`src/design/idma_consts.vh`:
```
`ifndef IDMA_CONSTS_VH
`define IDMA_CONSTS_VH

`define IDMA_NCTX        8
`define IDMA_FIFO_DEPTH  8
`define IDMA_FIFO_AW     3
`define IDMA_TX_WIDTH    33
`define IDMA_RX_WIDTH    32
`define IDMA_IDX_LAST    3'h7
`define IDMA_IDX_ONE     3'h1

// Arbiter owners
`define IDMA_OWN_NONE    2'h0
`define IDMA_OWN_TX      2'h1
`define IDMA_OWN_RX      2'h2

// Host addressing
`define IDMA_ADDR_STEP   32'h00000004
`define IDMA_LEN_ONE     16'h0001

// Descriptor word 0 and received header layout
`define IDMA_LEN_HI      31
`define IDMA_LEN_LO      16
`define IDMA_TAG_HI      15
`define IDMA_TAG_LO      14
`define IDMA_CHAN_HI     13
`define IDMA_CHAN_LO     8

// Marker entry: flag bit set, data zero
`define IDMA_MARK_WORD   33'h100000000

// Status read decode
`define IDMA_TGT_TXSTAT  2'h0
`define IDMA_TGT_RXSTAT  2'h1
`define IDMA_TGT_TXMASK  2'h2
`define IDMA_TGT_RXMASK  2'h3

`endif

```
`src/design/idma_top.v`:
```
`timescale 1ns/1ns
`include "idma_consts.vh"

// Plain FIFO with a registered output slot and registered input ready
module idma_fifo #(
    parameter WIDTH = 32,
    parameter DEPTH = 8,
    parameter AW    = 3
) (
    input  wire             sys_clk,
    input  wire             arst_n,
    input  wire             clkEn,
    input  wire [WIDTH-1:0] inData,
    input  wire             inValid,
    output reg              inReady,
    output reg  [WIDTH-1:0] outData,
    output reg              outValid,
    input  wire             outReady
);
    reg [WIDTH-1:0] mem [0:DEPTH-1];
    reg [AW-1:0]    wrPtr;
    reg [AW-1:0]    rdPtr;
    reg [AW:0]      count;
    wire            doWr;
    wire            doRd;
    wire [AW:0]     next_count;

    assign doWr = inValid & inReady;
    assign doRd = (count != {(AW+1){1'b0}}) & (~outValid | outReady);
    assign next_count = count + {{AW{1'b0}}, doWr} - {{AW{1'b0}}, doRd};

    // Storage array has no reset
    always @(posedge sys_clk) begin
        if (clkEn && doWr) begin
            mem[wrPtr] <= inData;
        end
    end

    // Ready is registered from the next count, so the source sees a flop and no slot is lost
    always @(posedge sys_clk or negedge arst_n) begin
        if (!arst_n) begin
            wrPtr    <= {AW{1'b0}};
            rdPtr    <= {AW{1'b0}};
            count    <= {(AW+1){1'b0}};
            inReady  <= 1'b1;
            outData  <= {WIDTH{1'b0}};
            outValid <= 1'b0;
        end else if (clkEn) begin
            count   <= next_count;
            inReady <= (next_count < DEPTH);
            if (doWr) begin
                wrPtr <= wrPtr + {{(AW-1){1'b0}}, 1'b1};
            end
            if (doRd) begin
                outData  <= mem[rdPtr];
                outValid <= 1'b1;
                rdPtr    <= rdPtr + {{(AW-1){1'b0}}, 1'b1};
            end else if (outReady) begin
                outValid <= 1'b0;
            end
        end
    end
endmodule // idma_fifo

// Isochronous transmit and receive engines with shared host port
module idma_top (
    input  wire         sys_clk,
    input  wire         arst_n,
    input  wire         clkEn,
    input  wire         cycleStart,
    input  wire [7:0]   txActive,
    input  wire [255:0] txDescAddr,
    input  wire [7:0]   rxActive,
    input  wire [47:0]  rxChan,
    input  wire [31:0]  rxTagEn,
    input  wire         rxMultiEn,
    input  wire [2:0]   rxMultiSel,
    input  wire [63:0]  rxMultiMask,
    input  wire [255:0] rxDescAddr,
    output reg          memReq,
    output reg          memWe,
    output reg  [31:0]  memAddr,
    output reg  [31:0]  memWdata,
    input  wire         memAck,
    input  wire [31:0]  memRdata,
    output wire [31:0]  linkTxData,
    output wire         linkTxMarker,
    output wire         linkTxValid,
    input  wire         linkTxReady,
    input  wire [31:0]  linkRxData,
    input  wire         linkRxValid,
    output wire         linkRxReady,
    input  wire [7:0]   txStatClr,
    input  wire [7:0]   rxStatClr,
    input  wire [7:0]   txIntMask,
    input  wire [7:0]   rxIntMask,
    input  wire         tgtRd,
    input  wire [1:0]   tgtAddr,
    output reg          tgtAck,
    output reg  [7:0]   tgtData,
    output reg  [7:0]   txStat,
    output reg  [7:0]   rxStat,
    output reg          isoIrq
);
    localparam T_IDLE = 3'h0;
    localparam T_CHK  = 3'h1;
    localparam T_REQ  = 3'h2;
    localparam T_D0   = 3'h3;
    localparam T_D1   = 3'h4;
    localparam T_DATA = 3'h5;
    localparam T_MARK = 3'h6;
    localparam T_NEXT = 3'h7;

    localparam R_IDLE = 3'h0;
    localparam R_HDR  = 3'h1;
    localparam R_REQ  = 3'h2;
    localparam R_DESC = 3'h3;
    localparam R_DATA = 3'h4;
    localparam R_DROP = 3'h5;

    reg  [2:0]  txSt;
    reg  [2:0]  txIdx;
    reg  [15:0] txLeft;
    reg  [31:0] txAddr;
    reg  [2:0]  rxSt;
    reg  [2:0]  rxIdx;
    reg  [15:0] rxLeft;
    reg  [31:0] rxAddr;
    reg  [31:0] rxHdr;
    reg         rxFirst;
    reg  [1:0]  owner;
    reg         busDone;
    reg  [31:0] busData;

    wire [32:0] txFifoIn;
    wire        txFifoInValid;
    wire        txFifoInReady;
    wire [32:0] txFifoOut;
    wire [31:0] rxFifoOut;
    wire        rxFifoOutValid;
    reg         rxFifoOutReady;

    reg         txCmdValid;
    reg         txCmdWe;
    reg  [31:0] txCmdAddr;
    reg         rxCmdValid;
    reg  [31:0] rxCmdAddr;
    reg  [31:0] rxCmdData;
    wire        txDone;
    wire        rxDone;
    wire        txRel;
    wire        rxRel;

    reg         hit;
    reg  [2:0]  hitIdx;
    wire [5:0]  hdrChan;
    wire [1:0]  hdrTag;
    integer     i;

    // Transmit FIFO toward the link; link drains it
    idma_fifo #(
        .WIDTH (`IDMA_TX_WIDTH),
        .DEPTH (`IDMA_FIFO_DEPTH),
        .AW    (`IDMA_FIFO_AW)
    ) txFifo (
        .sys_clk  (sys_clk),
        .arst_n   (arst_n),
        .clkEn    (clkEn),
        .inData   (txFifoIn),
        .inValid  (txFifoInValid),
        .inReady  (txFifoInReady),
        .outData  (txFifoOut),
        .outValid (linkTxValid),
        .outReady (linkTxReady)
    );

    assign linkTxData   = txFifoOut[31:0];
    assign linkTxMarker = txFifoOut[32];

    // Receive FIFO filled by the link
    idma_fifo #(
        .WIDTH (`IDMA_RX_WIDTH),
        .DEPTH (`IDMA_FIFO_DEPTH),
        .AW    (`IDMA_FIFO_AW)
    ) rxFifo (
        .sys_clk  (sys_clk),
        .arst_n   (arst_n),
        .clkEn    (clkEn),
        .inData   (linkRxData),
        .inValid  (linkRxValid),
        .inReady  (linkRxReady),
        .outData  (rxFifoOut),
        .outValid (rxFifoOutValid),
        .outReady (rxFifoOutReady)
    );

    assign txDone = busDone & (owner == `IDMA_OWN_TX);
    assign rxDone = busDone & (owner == `IDMA_OWN_RX);

    // Marker after a serviced context, payload words otherwise
    assign txFifoInValid = ((txSt == T_DATA) & txDone)
                         | ((txSt == T_MARK) & txFifoInReady);
    assign txFifoIn = (txSt == T_MARK) ? `IDMA_MARK_WORD
                                        : {1'b0, busData};
    assign txRel = (txSt == T_DATA) & (txLeft == 16'h0000);
    assign rxRel = ((txSt == T_IDLE) & 1'b0)
                 | ((rxSt == R_DATA) & (rxLeft == 16'h0000));

    // Transmit engine bus command
    always @* begin
        txCmdValid = 1'b0;
        txCmdWe    = 1'b0;
        txCmdAddr  = txAddr;
        case (txSt)
            T_D0: txCmdValid = 1'b1;
            T_D1: txCmdValid = 1'b1;
            // No fetch unless the FIFO can take the word
            T_DATA: txCmdValid = (txLeft != 16'h0000)
                               & txFifoInReady;
            default: txCmdValid = 1'b0;
        endcase
    end

    // Transmit sweep, one packet per active context per cycle
    always @(posedge sys_clk or negedge arst_n) begin
        if (!arst_n) begin
            txSt   <= T_IDLE;
            txIdx  <= 3'h0;
            txLeft <= 16'h0000;
            txAddr <= 32'h00000000;
        end else if (clkEn) begin
            case (txSt)
                T_IDLE: begin
                    txIdx <= 3'h0;
                    if (cycleStart) begin
                        txSt <= T_CHK;
                    end
                end
                T_CHK: begin
                    if (txActive[txIdx]) begin
                        txAddr <= txDescAddr[txIdx*32 +: 32];
                        txSt   <= T_REQ;
                    end else begin
                        txSt <= T_NEXT;
                    end
                end
                T_REQ: begin
                    if (owner == `IDMA_OWN_TX) begin
                        txSt <= T_D0;
                    end
                end
                T_D0: begin
                    if (txDone) begin
                        txLeft <= busData[`IDMA_LEN_HI:`IDMA_LEN_LO];
                        txAddr <= txAddr + `IDMA_ADDR_STEP;
                        txSt   <= T_D1;
                    end
                end
                T_D1: begin
                    if (txDone) begin
                        txAddr <= busData;
                        txSt   <= T_DATA;
                    end
                end
                T_DATA: begin
                    if (txLeft == 16'h0000) begin
                        txSt <= T_MARK;
                    end else if (txDone) begin
                        txLeft <= txLeft - `IDMA_LEN_ONE;
                        txAddr <= txAddr + `IDMA_ADDR_STEP;
                    end
                end
                T_MARK: begin
                    if (txFifoInReady) begin
                        txSt <= T_NEXT;
                    end
                end
                default: begin
                    // Ascending visit; wait for the next cycle after 7
                    if (txIdx == `IDMA_IDX_LAST) begin
                        txSt <= T_IDLE;
                    end else begin
                        txIdx <= txIdx + `IDMA_IDX_ONE;
                        txSt  <= T_CHK;
                    end
                end
            endcase
        end
    end

    assign hdrChan = rxHdr[`IDMA_CHAN_HI:`IDMA_CHAN_LO];
    assign hdrTag  = rxHdr[`IDMA_TAG_HI:`IDMA_TAG_LO];

    // Header match against all contexts, lowest index wins
    always @* begin
        hit    = 1'b0;
        hitIdx = 3'h0;
        for (i = `IDMA_NCTX - 1; i >= 0; i = i - 1) begin
            if (rxActive[i] && rxTagEn[i*4 + hdrTag]) begin
                if (rxMultiEn && rxMultiSel == i[2:0]) begin
                    if (rxMultiMask[hdrChan]) begin
                        hit    = 1'b1;
                        hitIdx = i[2:0];
                    end
                end else if (rxChan[i*6 +: 6] == hdrChan) begin
                    hit    = 1'b1;
                    hitIdx = i[2:0];
                end
            end
        end
    end

    // Receive command and FIFO pops
    always @* begin
        rxCmdValid     = 1'b0;
        rxCmdAddr      = rxAddr;
        rxCmdData      = rxFirst ? rxHdr : rxFifoOut;
        rxFifoOutReady = 1'b0;
        case (rxSt)
            R_IDLE: rxFifoOutReady = 1'b1;
            R_DESC: rxCmdValid = 1'b1;
            R_DATA: begin
                rxCmdValid = (rxLeft != 16'h0000)
                           & (rxFirst | rxFifoOutValid);
                rxFifoOutReady = rxDone & ~rxFirst;
            end
            R_DROP: rxFifoOutReady = (rxLeft != 16'h0000);
            default: rxFifoOutReady = 1'b0;
        endcase
    end

    // Receive engine
    always @(posedge sys_clk or negedge arst_n) begin
        if (!arst_n) begin
            rxSt    <= R_IDLE;
            rxIdx   <= 3'h0;
            rxLeft  <= 16'h0000;
            rxAddr  <= 32'h00000000;
            rxHdr   <= 32'h00000000;
            rxFirst <= 1'b0;
        end else if (clkEn) begin
            case (rxSt)
                R_IDLE: begin
                    if (rxFifoOutValid) begin
                        rxHdr <= rxFifoOut;
                        rxSt  <= R_HDR;
                    end
                end
                R_HDR: begin
                    rxIdx <= hitIdx;
                    if (hit) begin
                        rxAddr <= rxDescAddr[hitIdx*32 +: 32];
                        rxLeft <= rxHdr[`IDMA_LEN_HI:`IDMA_LEN_LO]
                                + `IDMA_LEN_ONE;
                        rxSt   <= R_REQ;
                    end else begin
                        rxLeft <= rxHdr[`IDMA_LEN_HI:`IDMA_LEN_LO];
                        rxSt   <= R_DROP;
                    end
                end
                R_REQ: begin
                    if (owner == `IDMA_OWN_RX) begin
                        rxSt <= R_DESC;
                    end
                end
                R_DESC: begin
                    if (rxDone) begin
                        rxAddr  <= busData;
                        rxFirst <= 1'b1;
                        rxSt    <= R_DATA;
                    end
                end
                R_DATA: begin
                    if (rxLeft == 16'h0000) begin
                        rxSt <= R_IDLE;
                    end else if (rxDone) begin
                        rxFirst <= 1'b0;
                        rxLeft  <= rxLeft - `IDMA_LEN_ONE;
                        rxAddr  <= rxAddr + `IDMA_ADDR_STEP;
                    end
                end
                default: begin
                    if (rxLeft == 16'h0000) begin
                        rxSt <= R_IDLE;
                    end else if (rxFifoOutValid) begin
                        rxLeft <= rxLeft - `IDMA_LEN_ONE;
                    end
                end
            endcase
        end
    end

    // Arbiter and host port; owner holds the bus for a whole packet
    always @(posedge sys_clk or negedge arst_n) begin
        if (!arst_n) begin
            owner    <= `IDMA_OWN_NONE;
            memReq   <= 1'b0;
            memWe    <= 1'b0;
            memAddr  <= 32'h00000000;
            memWdata <= 32'h00000000;
            busDone  <= 1'b0;
            busData  <= 32'h00000000;
        end else if (clkEn) begin
            busDone <= 1'b0;
            if (owner == `IDMA_OWN_NONE) begin
                if (txSt == T_REQ) begin
                    owner <= `IDMA_OWN_TX;
                end else if (rxSt == R_REQ) begin
                    owner <= `IDMA_OWN_RX;
                end
            end else if ((owner == `IDMA_OWN_TX && txRel)
                      || (owner == `IDMA_OWN_RX && rxRel)) begin
                owner <= `IDMA_OWN_NONE;
            end
            if (memReq) begin
                if (memAck) begin
                    memReq  <= 1'b0;
                    busDone <= 1'b1;
                    busData <= memRdata;
                end
            end else if (!busDone) begin
                // One cycle gap after each answer lets the engine move on
                if (owner == `IDMA_OWN_TX && txCmdValid) begin
                    memReq  <= 1'b1;
                    memWe   <= txCmdWe;
                    memAddr <= txCmdAddr;
                end else if (owner == `IDMA_OWN_RX && rxCmdValid) begin
                    memReq   <= 1'b1;
                    memWe    <= (rxSt == R_DATA);
                    memAddr  <= rxCmdAddr;
                    memWdata <= rxCmdData;
                end
            end
        end
    end

    // Sticky status, set beats clear, masked onto the interrupt
    always @(posedge sys_clk or negedge arst_n) begin
        if (!arst_n) begin
            txStat  <= 8'h00;
            rxStat  <= 8'h00;
            isoIrq  <= 1'b0;
            tgtAck  <= 1'b0;
            tgtData <= 8'h00;
        end else if (clkEn) begin
            txStat <= (txStat & ~txStatClr)
                    | ({7'h00, txRel & ~txDone} << txIdx);
            rxStat <= (rxStat & ~rxStatClr)
                    | ({7'h00, rxRel} << rxIdx);
            isoIrq <= |(txStat & txIntMask)
                    | |(rxStat & rxIntMask);
            tgtAck <= tgtRd;
            if (!tgtRd) begin
                tgtData <= 8'h00;
            end else if (tgtAddr == `IDMA_TGT_TXSTAT) begin
                tgtData <= txStat;
            end else if (tgtAddr == `IDMA_TGT_RXSTAT) begin
                tgtData <= rxStat;
            end else if (tgtAddr == `IDMA_TGT_TXMASK) begin
                tgtData <= txIntMask;
            end else begin
                tgtData <= rxIntMask;
            end
        end
    end
endmodule // idma_top

```
`config.mk`:
```
export PLATFORM = sky130hd
export DESIGN_NAME = idma_top
export DESIGN_NICKNAME = d
export VERILOG_FILES = /design/src/design/idma_top.v
export VERILOG_INCLUDE_DIRS = /design/src /design/src/design
export SDC_FILE = /design/constraint.sdc
export NUM_CORES = 2
export LEC_CHECK = 0
export ABC_AREA = 1
export BUFFER_PORTS_ARGS = -buffer_cell sky130_fd_sc_hd__buf_2
export CAP_MARGIN = 20
export CORE_AREA = 2 2 352 354
export DETAILED_ROUTE_END_ITERATION = 7
export DIE_AREA = 0 0 354 356
export PLACE_DENSITY = 0.69
export SYNTH_ARGS = -nofsm -noshare
export SYNTH_HDL_FRONTEND = slang
export SYNTH_SLANG_ARGS = --single-unit
```
`constraint.sdc`:
```
create_clock -name sys_clk -period 5.9 [get_ports sys_clk]
set_input_delay 0 -clock sys_clk [delete_from_list [all_inputs] [get_ports sys_clk]]
set_output_delay 0 -clock sys_clk [all_outputs]
set_load 0.02 [all_outputs]
```
* After elaboration in Yosys (flattened, before gate mapping)
Memory sizes are Yosys's and may differ from the RTL's. A register that Yosys moved wholly into a read port is not among the register bits.
Cells that the tools add are included.
** Storage, ports and cells
- Output and inout port bits :: 127
- Logic and storage cells :: 384
- ROM bits :: 0
- Memories :: 2
- Bits in registers :: 292
- Bits in latches :: 0
- RAM bits :: 520
** Operators by class
- Shift-type cells :: 4
- Bitwise logic cells :: 36
- Reduce and logical (&&, ||, !) cells :: 71
- Multipliers :: 0
- Equality and inequality tests :: 49
- Magnitude comparators :: 12
- Mux-type cells :: 157
- Add/sub/neg operators :: 21
- Div/mod/pow operators :: 0
** Memories
- txFifo.mem :: depth 8, width 33, read ports 1, clocked after Yosys merged registers in 1, wr ports 1, line idma_top.v:20 : reg [WIDTH-1:0] mem [0:DEPTH-1];
- rxFifo.mem :: depth 8, width 32, read ports 1, clocked after Yosys merged registers in 1, wr ports 1, line idma_top.v:20
** Operator list (count)
- indexed part select 256 x 9 -> 32 bit :: 2
- two-way mux 32 bit :: 11
- two-way mux 3 bit :: 45
- two-way mux 16 bit :: 8
- one-hot mux 32 bit (4 select lines) :: 1
- one-hot mux 32 bit (3 select lines) :: 1
- adder 32 x 3 -> 32 bit (second input constant) :: 2
- two-way mux 1 bit :: 63
- equality test 6 bit :: 8
- one-hot mux 16 bit (3 select lines) :: 1
- binary-select mux 1 bit (select 5 bit) :: 7
- two-way mux 33 bit :: 1
- AND 8 bit :: 4
- zero test 16 bit :: 2
- two-way mux 8 bit :: 4
- one-hot mux 16 bit (2 select lines) :: 1
- nonzero test 16 bit :: 2
- subtractor 16 x 1 -> 16 bit (second input constant) :: 2
- equality test 3 bit (second input constant) :: 10
- != test 2 bit (second input constant) :: 13
- AND reduction 5 bit :: 5
- adder 5 x 2 -> 6 bit (first input constant) :: 4
- less-than comparator 6 bit (second input constant) :: 4
- logical AND 1 bit :: 22
- 50 further kinds :: 127

* Longest topological paths before layout
- Depth after elaboration :: 29
- Mapped depth :: 30

* Cells and area by module
A second synthesis with hierarchy kept.
** Second synthesis, totals
- Cells, all modules :: 5986
- Area total of the unflattened synthesis :: 47783.3 um^2
** By module, submodules not included
- idma_top :: seq. area each 6706.4 um^2, cells each 3552, times used 1, area each 22096.2 um^2
- idma_fifo at txFifo :: seq. area each 9054.9 um^2, cells each 1234, times used 1, area each 13040.0 um^2
- idma_fifo at rxFifo :: seq. area each 8789.7 um^2, cells each 1200, times used 1, area each 12647.1 um^2

* Worst setup path after synthesis
No wires, ideal clock.
- Path kind :: register to register
- Start point :: register txSt[0]
- End point :: memory txFifo.mem[2][0] (netlist name) (enable)
- Data arrival time :: 3911 ps
- Required time :: 5436 ps
- Setup slack :: 1525 ps
- Buffers on the path :: 2
- Period minus slack after synthesis :: 4375 ps
- Cell stages (with the launch flop) :: 10
- Path through :: dfrtp_1 -> clkbuf_1 -> nand2_1 -> nor2_1 -> clkbuf_1 -> nand2_1 -> a21oi_1 -> nand2_1 -> or2_2 -> nor3_1
** On the way
- Longest elaborated chain between the ends :: 7
** RTL lines
- start, declared :: line idma_top.v:121 : reg [2:0] txSt;
- start signal, assigned :: line idma_top.v:227 : txSt <= T_IDLE;
- start signal, assigned :: line idma_top.v:236 : txSt <= T_CHK;
- start signal, assigned :: line idma_top.v:242 : txSt <= T_REQ;
- equality test 3 bit (on tied branches) :: line idma_top.v:201, idma_top.v:202
- AND 1 bit (on tied branches) :: line idma_top.v:201, idma_top.v:202
- OR 1 bit * :: line idma_top.v:202 : | ((txSt == T_MARK) & txFifoInReady);
- AND 1 bit * :: line idma_top.v:28 : assign doWr = inValid & inReady;
- logical AND 1 bit * :: line idma_top.v:34 : if (clkEn && doWr) begin
- two-way mux 1 bit * :: line idma_top.v:34
- two-way mux 1 bit (implied by the code) * :: line idma_top.v:35 : mem[wrPtr] <= inData;
- end, declared :: line idma_top.v:20
Every way passes the cells marked *; elsewhere a longest branch is shown, timed or not.

* Final worst setup path
- Start point :: register rxHdr[11]
- End point :: register rxAddr[10]
** On the way
- Longest elaborated chain between the ends :: 29
** RTL lines
- start, declared :: line idma_top.v:129 : reg [31:0] rxHdr;
- start signal, assigned :: line idma_top.v:345 : rxHdr <= rxFifoOut;
- binary-select mux 1 bit (select 6 bit) :: line idma_top.v:301 : if (rxMultiMask[hdrChan]) begin
- two-way mux 1 bit (implied by the code) :: line idma_top.v:301
- two-way mux 3 bit :: line idma_top.v:301
- two-way mux 3 bit :: line idma_top.v:300 : if (rxMultiEn && rxMultiSel == i[2:0]) begin
- two-way mux 3 bit :: line idma_top.v:299 : if (rxActive[i] && rxTagEn[i*4 + hdrTag]) begin
- two-way mux 3 bit (on tied branches) :: line idma_top.v:305, idma_top.v:301
- two-way mux 3 bit :: line idma_top.v:300
- two-way mux 3 bit :: line idma_top.v:299
- (+13 left out)
- two-way mux 3 bit :: line idma_top.v:300
- two-way mux 3 bit :: line idma_top.v:299
- two-way mux 3 bit (on tied branches) :: line idma_top.v:305, idma_top.v:301
- two-way mux 3 bit :: line idma_top.v:300
- two-way mux 3 bit :: line idma_top.v:299
- indexed part select 256 x 9 -> 32 bit :: line idma_top.v:352 : rxAddr <= rxDescAddr[hitIdx*32 +: 32];
- two-way mux 32 bit :: line idma_top.v:351 : if (hit) begin
- one-hot mux 32 bit (3 select lines) :: line idma_top.v:342 : case (rxSt)
- end signal, assigned :: line idma_top.v:352
- end signal, assigned :: line idma_top.v:368 : rxAddr <= busData;
- end signal, assigned :: line idma_top.v:379 : rxAddr <= rxAddr + `IDMA_ADDR_STEP;
- end, declared :: line idma_top.v:128 : reg [31:0] rxAddr;
Several ways; a longest one is shown, not always the timed one. The select of a mux whose other input is x is not followed.
A chain may end at the register's enable or synchronous reset.

==> results.yml <==
synthesis:
  postSynthAreaPerCell_sq_um: 8.63
  yosys-top-cells-area: "edfxtp_1 34%, dfrtp_1 19%, nand2_1 7.7%, o21ai_0 6.4%, nor2_1 5.4%"
  ys.flop_type: "edfxtp_1"
  syn-cell-area_sq_mm: 0.0457
  synth_nets: 6100
  yosys_warns: 0
  edff_count_synth: 520
  flop_and_latch_count_out_of_synthesis: 877
  ys_types: 60
  proportion_of_synthesized_flip_flops_having_asynchronous_set_or_reset: 0.407
  yosysSeqAreaShare: 0.537
  netlist_instances: 5295
  synth_top_area_cell: "edfxtp_1"
  yosysTopAreaCellShare: 0.342
sta:
  achievable-frequency_mhz: 177
  setup-violations-final: 0
  rsz0062_at_grt: "false"
  finalMaxSlewViolations: 0
  finClkSkew_ps: 63.5
  final_period_minus_worst_setup_slack_ps: 5640
  post-route-worst-setup-slack_ps: 262
  timing.final.hold_violations: 0
  post-route-period-util: 0.956
  totalNegativeSetupSlack_ps: 0
  max_slew_margin: 0.210
  worst_slew_pin_slew_ps: 1170
drt:
  drtIter0Drc: 5139
  drt-total-wl_um: 187000
  post-route-drc-count: 0
  routed_via_density: 5.48
  drt_pre_antenna_iters: 6
  detail_route.wl_per_cell_um: 23.3
  ant_nets: 0
  routed-via-count: 43898
finish:
  final_nets: 7090
  post-route-util: 0.467
  drive_above_1_share: 0.188
  number_of_filler_instances_in_the_final_layout: 11881
  area_growth_pct: 25.4
  layoutNonFillerInstCount: 8012
power_and_ir_drop:
  sequentialPowerShare: 0.350
  switching_power_w: 0.0121
  totalPowerFinal_w: 0.0273
  p_leak_nw: 25.2
  pwr-share-clk: 0.217
  p_sw_frac: 0.445
  power_report.internal_total_w: 0.0152
  vdd_drop_max_mv: 0.366
  comb_power_share: 0.433
  power_per_cell_area_mw_per_mm2: 477
run_status:
  outcome: "complete, no violations"
worst_setup_path:
  timing.critical_path.from_type: "flip-flop"
  timing.reg2reg.setup_slack_ps: 260
  crit_path_category: "flip-flop to flip-flop"
  cp-end-kind: "flip-flop"
  critical_path_required_ps: 6500
  timing.critical_path.fanout_max: 62
  worstPathArrival_ps: 6230
floorplanning:
  die-area_sq_mm: 0.126
  die_x_um: 354
  core.rowCount: 129
  fp.dieH_um: 356
  core_region_sq_mm: 0.123
  ios: 909
  start_util: 0.372
place:
  routabilityCongestion: 1.01
  detailedPlacementHpwl_um: 134000
  place.detailed.instances: 7575
  place.port_buffers: 908
  pre_cts_ws_ps: 1400
clock_network:
  insertion_delay_ps: 690
  clock_tree.htree_level_count: 3
  clock_tree_from_tritoncts: "done"
  cts_root_buffer: "clkbuf_16"
  cts_num_sinks: 877
  clockBufferDepth: 3
  tritoncts.num_buffers: 91
  cts.reportedPaths.clkPinSlew_ps: 60
global_routing:
  grt_start_max_net_pins: 172
  groute.usage.overall: 0.284
  antenna_found_initial: 26
  grt_pass1_vias: 41213
  global_route.overflow_total: 0
  wire_length_of_the_first_global_routing_pass_um: 268000
min_path:
  min-delay-path-class: "input port to flip-flop"
job:
  max_cap_viol_count: 0
==> area by class of cell <==
type                    count  area [sq um]  share of cell area
clock inverters            50           648              0.0113
inverters                 593          2240              0.0390
well taps                1637          2050              0.0358
multi-input cells        3491         17600               0.307
clock buffers             120          2470              0.0431
repair buffers           1231          7710               0.135
diodes                     13          32.5            0.000568
flip-flops and latches    877         24600               0.429
==> layout by cell type, fill, tap and decap left out, drive strengths merged, types with 39 or more instances in the layout <==
cell | synthesis | final
buf | 87 | 978
nand2 | 940 | 940
nor2 | 660 | 660
o21ai | 590 | 590
inv | 585 | 590
edfxtp | 520 | 520
nand3 | 414 | 414
dfrtp | 355 | 355
dlygate4sd3 | 0 | 252
a21oi | 186 | 186
o211ai | 126 | 126
clkbuf | 247 | 121
a31oi | 86 | 86
o22ai | 81 | 81
o221ai | 79 | 79
mux2i | 66 | 66
xor2 | 52 | 52
nor3 | 46 | 46
clkinv | 8 | 39
==> power by group through the flow <==
| stage | Combinational [W] | Clock (W) | Sequential [W] |
|---|---|---|---|
| after floorplan | 0.00722 | 0 | 0.00910 |
| after global placement | 0.0110 | 0 | 0.00957 |
| after detailed placement | 0.0112 | 0 | 0.00960 |
| after CTS | 0.0117 | 0.00600 | 0.00949 |
| after global routing | 0.0130 | 0.00626 | 0.00966 |
| final | 0.0118 | 0.00594 | 0.00955 |
==> what timing repair did <==
item,CTS,global route
hold buffers,252,0
setup endpoints to repair,0,16
gates resized for setup,0,9
endpoints found under the hold margin,461,0
setup buffers,0,0
==> sequential cells by signal, summed over array words and instances, names as in the netlist, 4 cells and up <==
register / count
txAddr: 32
rxHdr: 32
txFifo.mem: 264
rxStat: 8
busData: 32
txLeft: 16
tgtData: 8
memAddr: 32
rxAddr: 32
rxFifo.mem: 256
memWdata: 32
txFifo.count: 4
txFifo.outData: 33
rxFifo.count: 4
rxLeft: 16
txStat: 8
rxFifo.outData: 32
==> final timing paths <==
check / startpoint / end / depth (start not counted)
setup / recovery: rxHdr[11] / rxAddr[10] / 22
hold / removal: txDescAddr[22] / txAddr[22] / 5
setup reg to reg: rxHdr[11] / rxAddr[10] / 22
hold reg to reg: txFifo.outData[29] / txFifo.outData[29] / 2
max in group asynchronous: arst_n / txFifo.outData[14] / 4
min in group asynchronous: arst_n / txFifo.outData[30] / 3
==> critical path: stages, from the launching register on <==
cell and delay (ps):
dfrtp_1 800, xor2_1 140, nor4_1 810, nand3_1 170, o21ai_1 170, nand3_1 130, nand2_1 110, nand2_1 50
nand2_1 50, nand2_1 80, nand2_4 120, nand2_8 240, buf_4 360, nand2_1 90, nand3_1 60, dlygate4sd3_1 590
nand2_1 90, dlygate4sd3_1 580, nand2_1 80, nand2_1 60, dlygate4sd3_1 540, nand2_1 50, a21oi_1 130
==> Yosys cell counts (52+ instances only) <==
| master | n |
|---|---|
| nand2_1 | 933 |
| nor2_1 | 658 |
| o21ai_0 | 584 |
| inv_1 | 578 |
| edfxtp_1 | 520 |
| nand3_1 | 411 |
| dfrtp_1 | 355 |
| clkbuf_1 | 247 |
| a21oi_1 | 186 |
| o211ai_1 | 126 |
| a31oi_1 | 86 |
| o22ai_1 | 81 |
| o221ai_1 | 79 |
| mux2i_1 | 66 |
| xor2_1 | 52 |
==> layer usage <==
metal / up-vias / GRT usage / wire length [um]
li1: 20029 / - / -
met1: 21291 / 0.381 / 75200
met2: 2195 / 0.440 / 83800
met3: 367 / 0.0796 / 20500
met4: 16 / 0.0973 / 7170
met5: - / 0 / 98
==> through the flow <==
step | hold slack, ps | area, sq um
6_report | 8.71 | 57300
4_1_cts | 11.6 | 57200
3_5_place_dp | 134 | 51500
2_1_floorplan | -296 | 45700
5_1_grt | 34.2 | 57300
3_3_place_gp | 121 | 51500
==> cells by family (layout without fill, tap and decap cells) <==
kind of cell,Yosys count,count (layout),share of synthesized area
compound gates,1206,1206,0.154
mux,68,68,0.0150
fa+ha+maj,23,23,0.00663
buf+inv,927,1994,0.0810
other cells,0,13,0
flops,877,877,0.537
xor+xnor,73,73,0.0140
simple gates,2121,2121,0.192
Note: power is estimated with default switching activity, not from simulation.
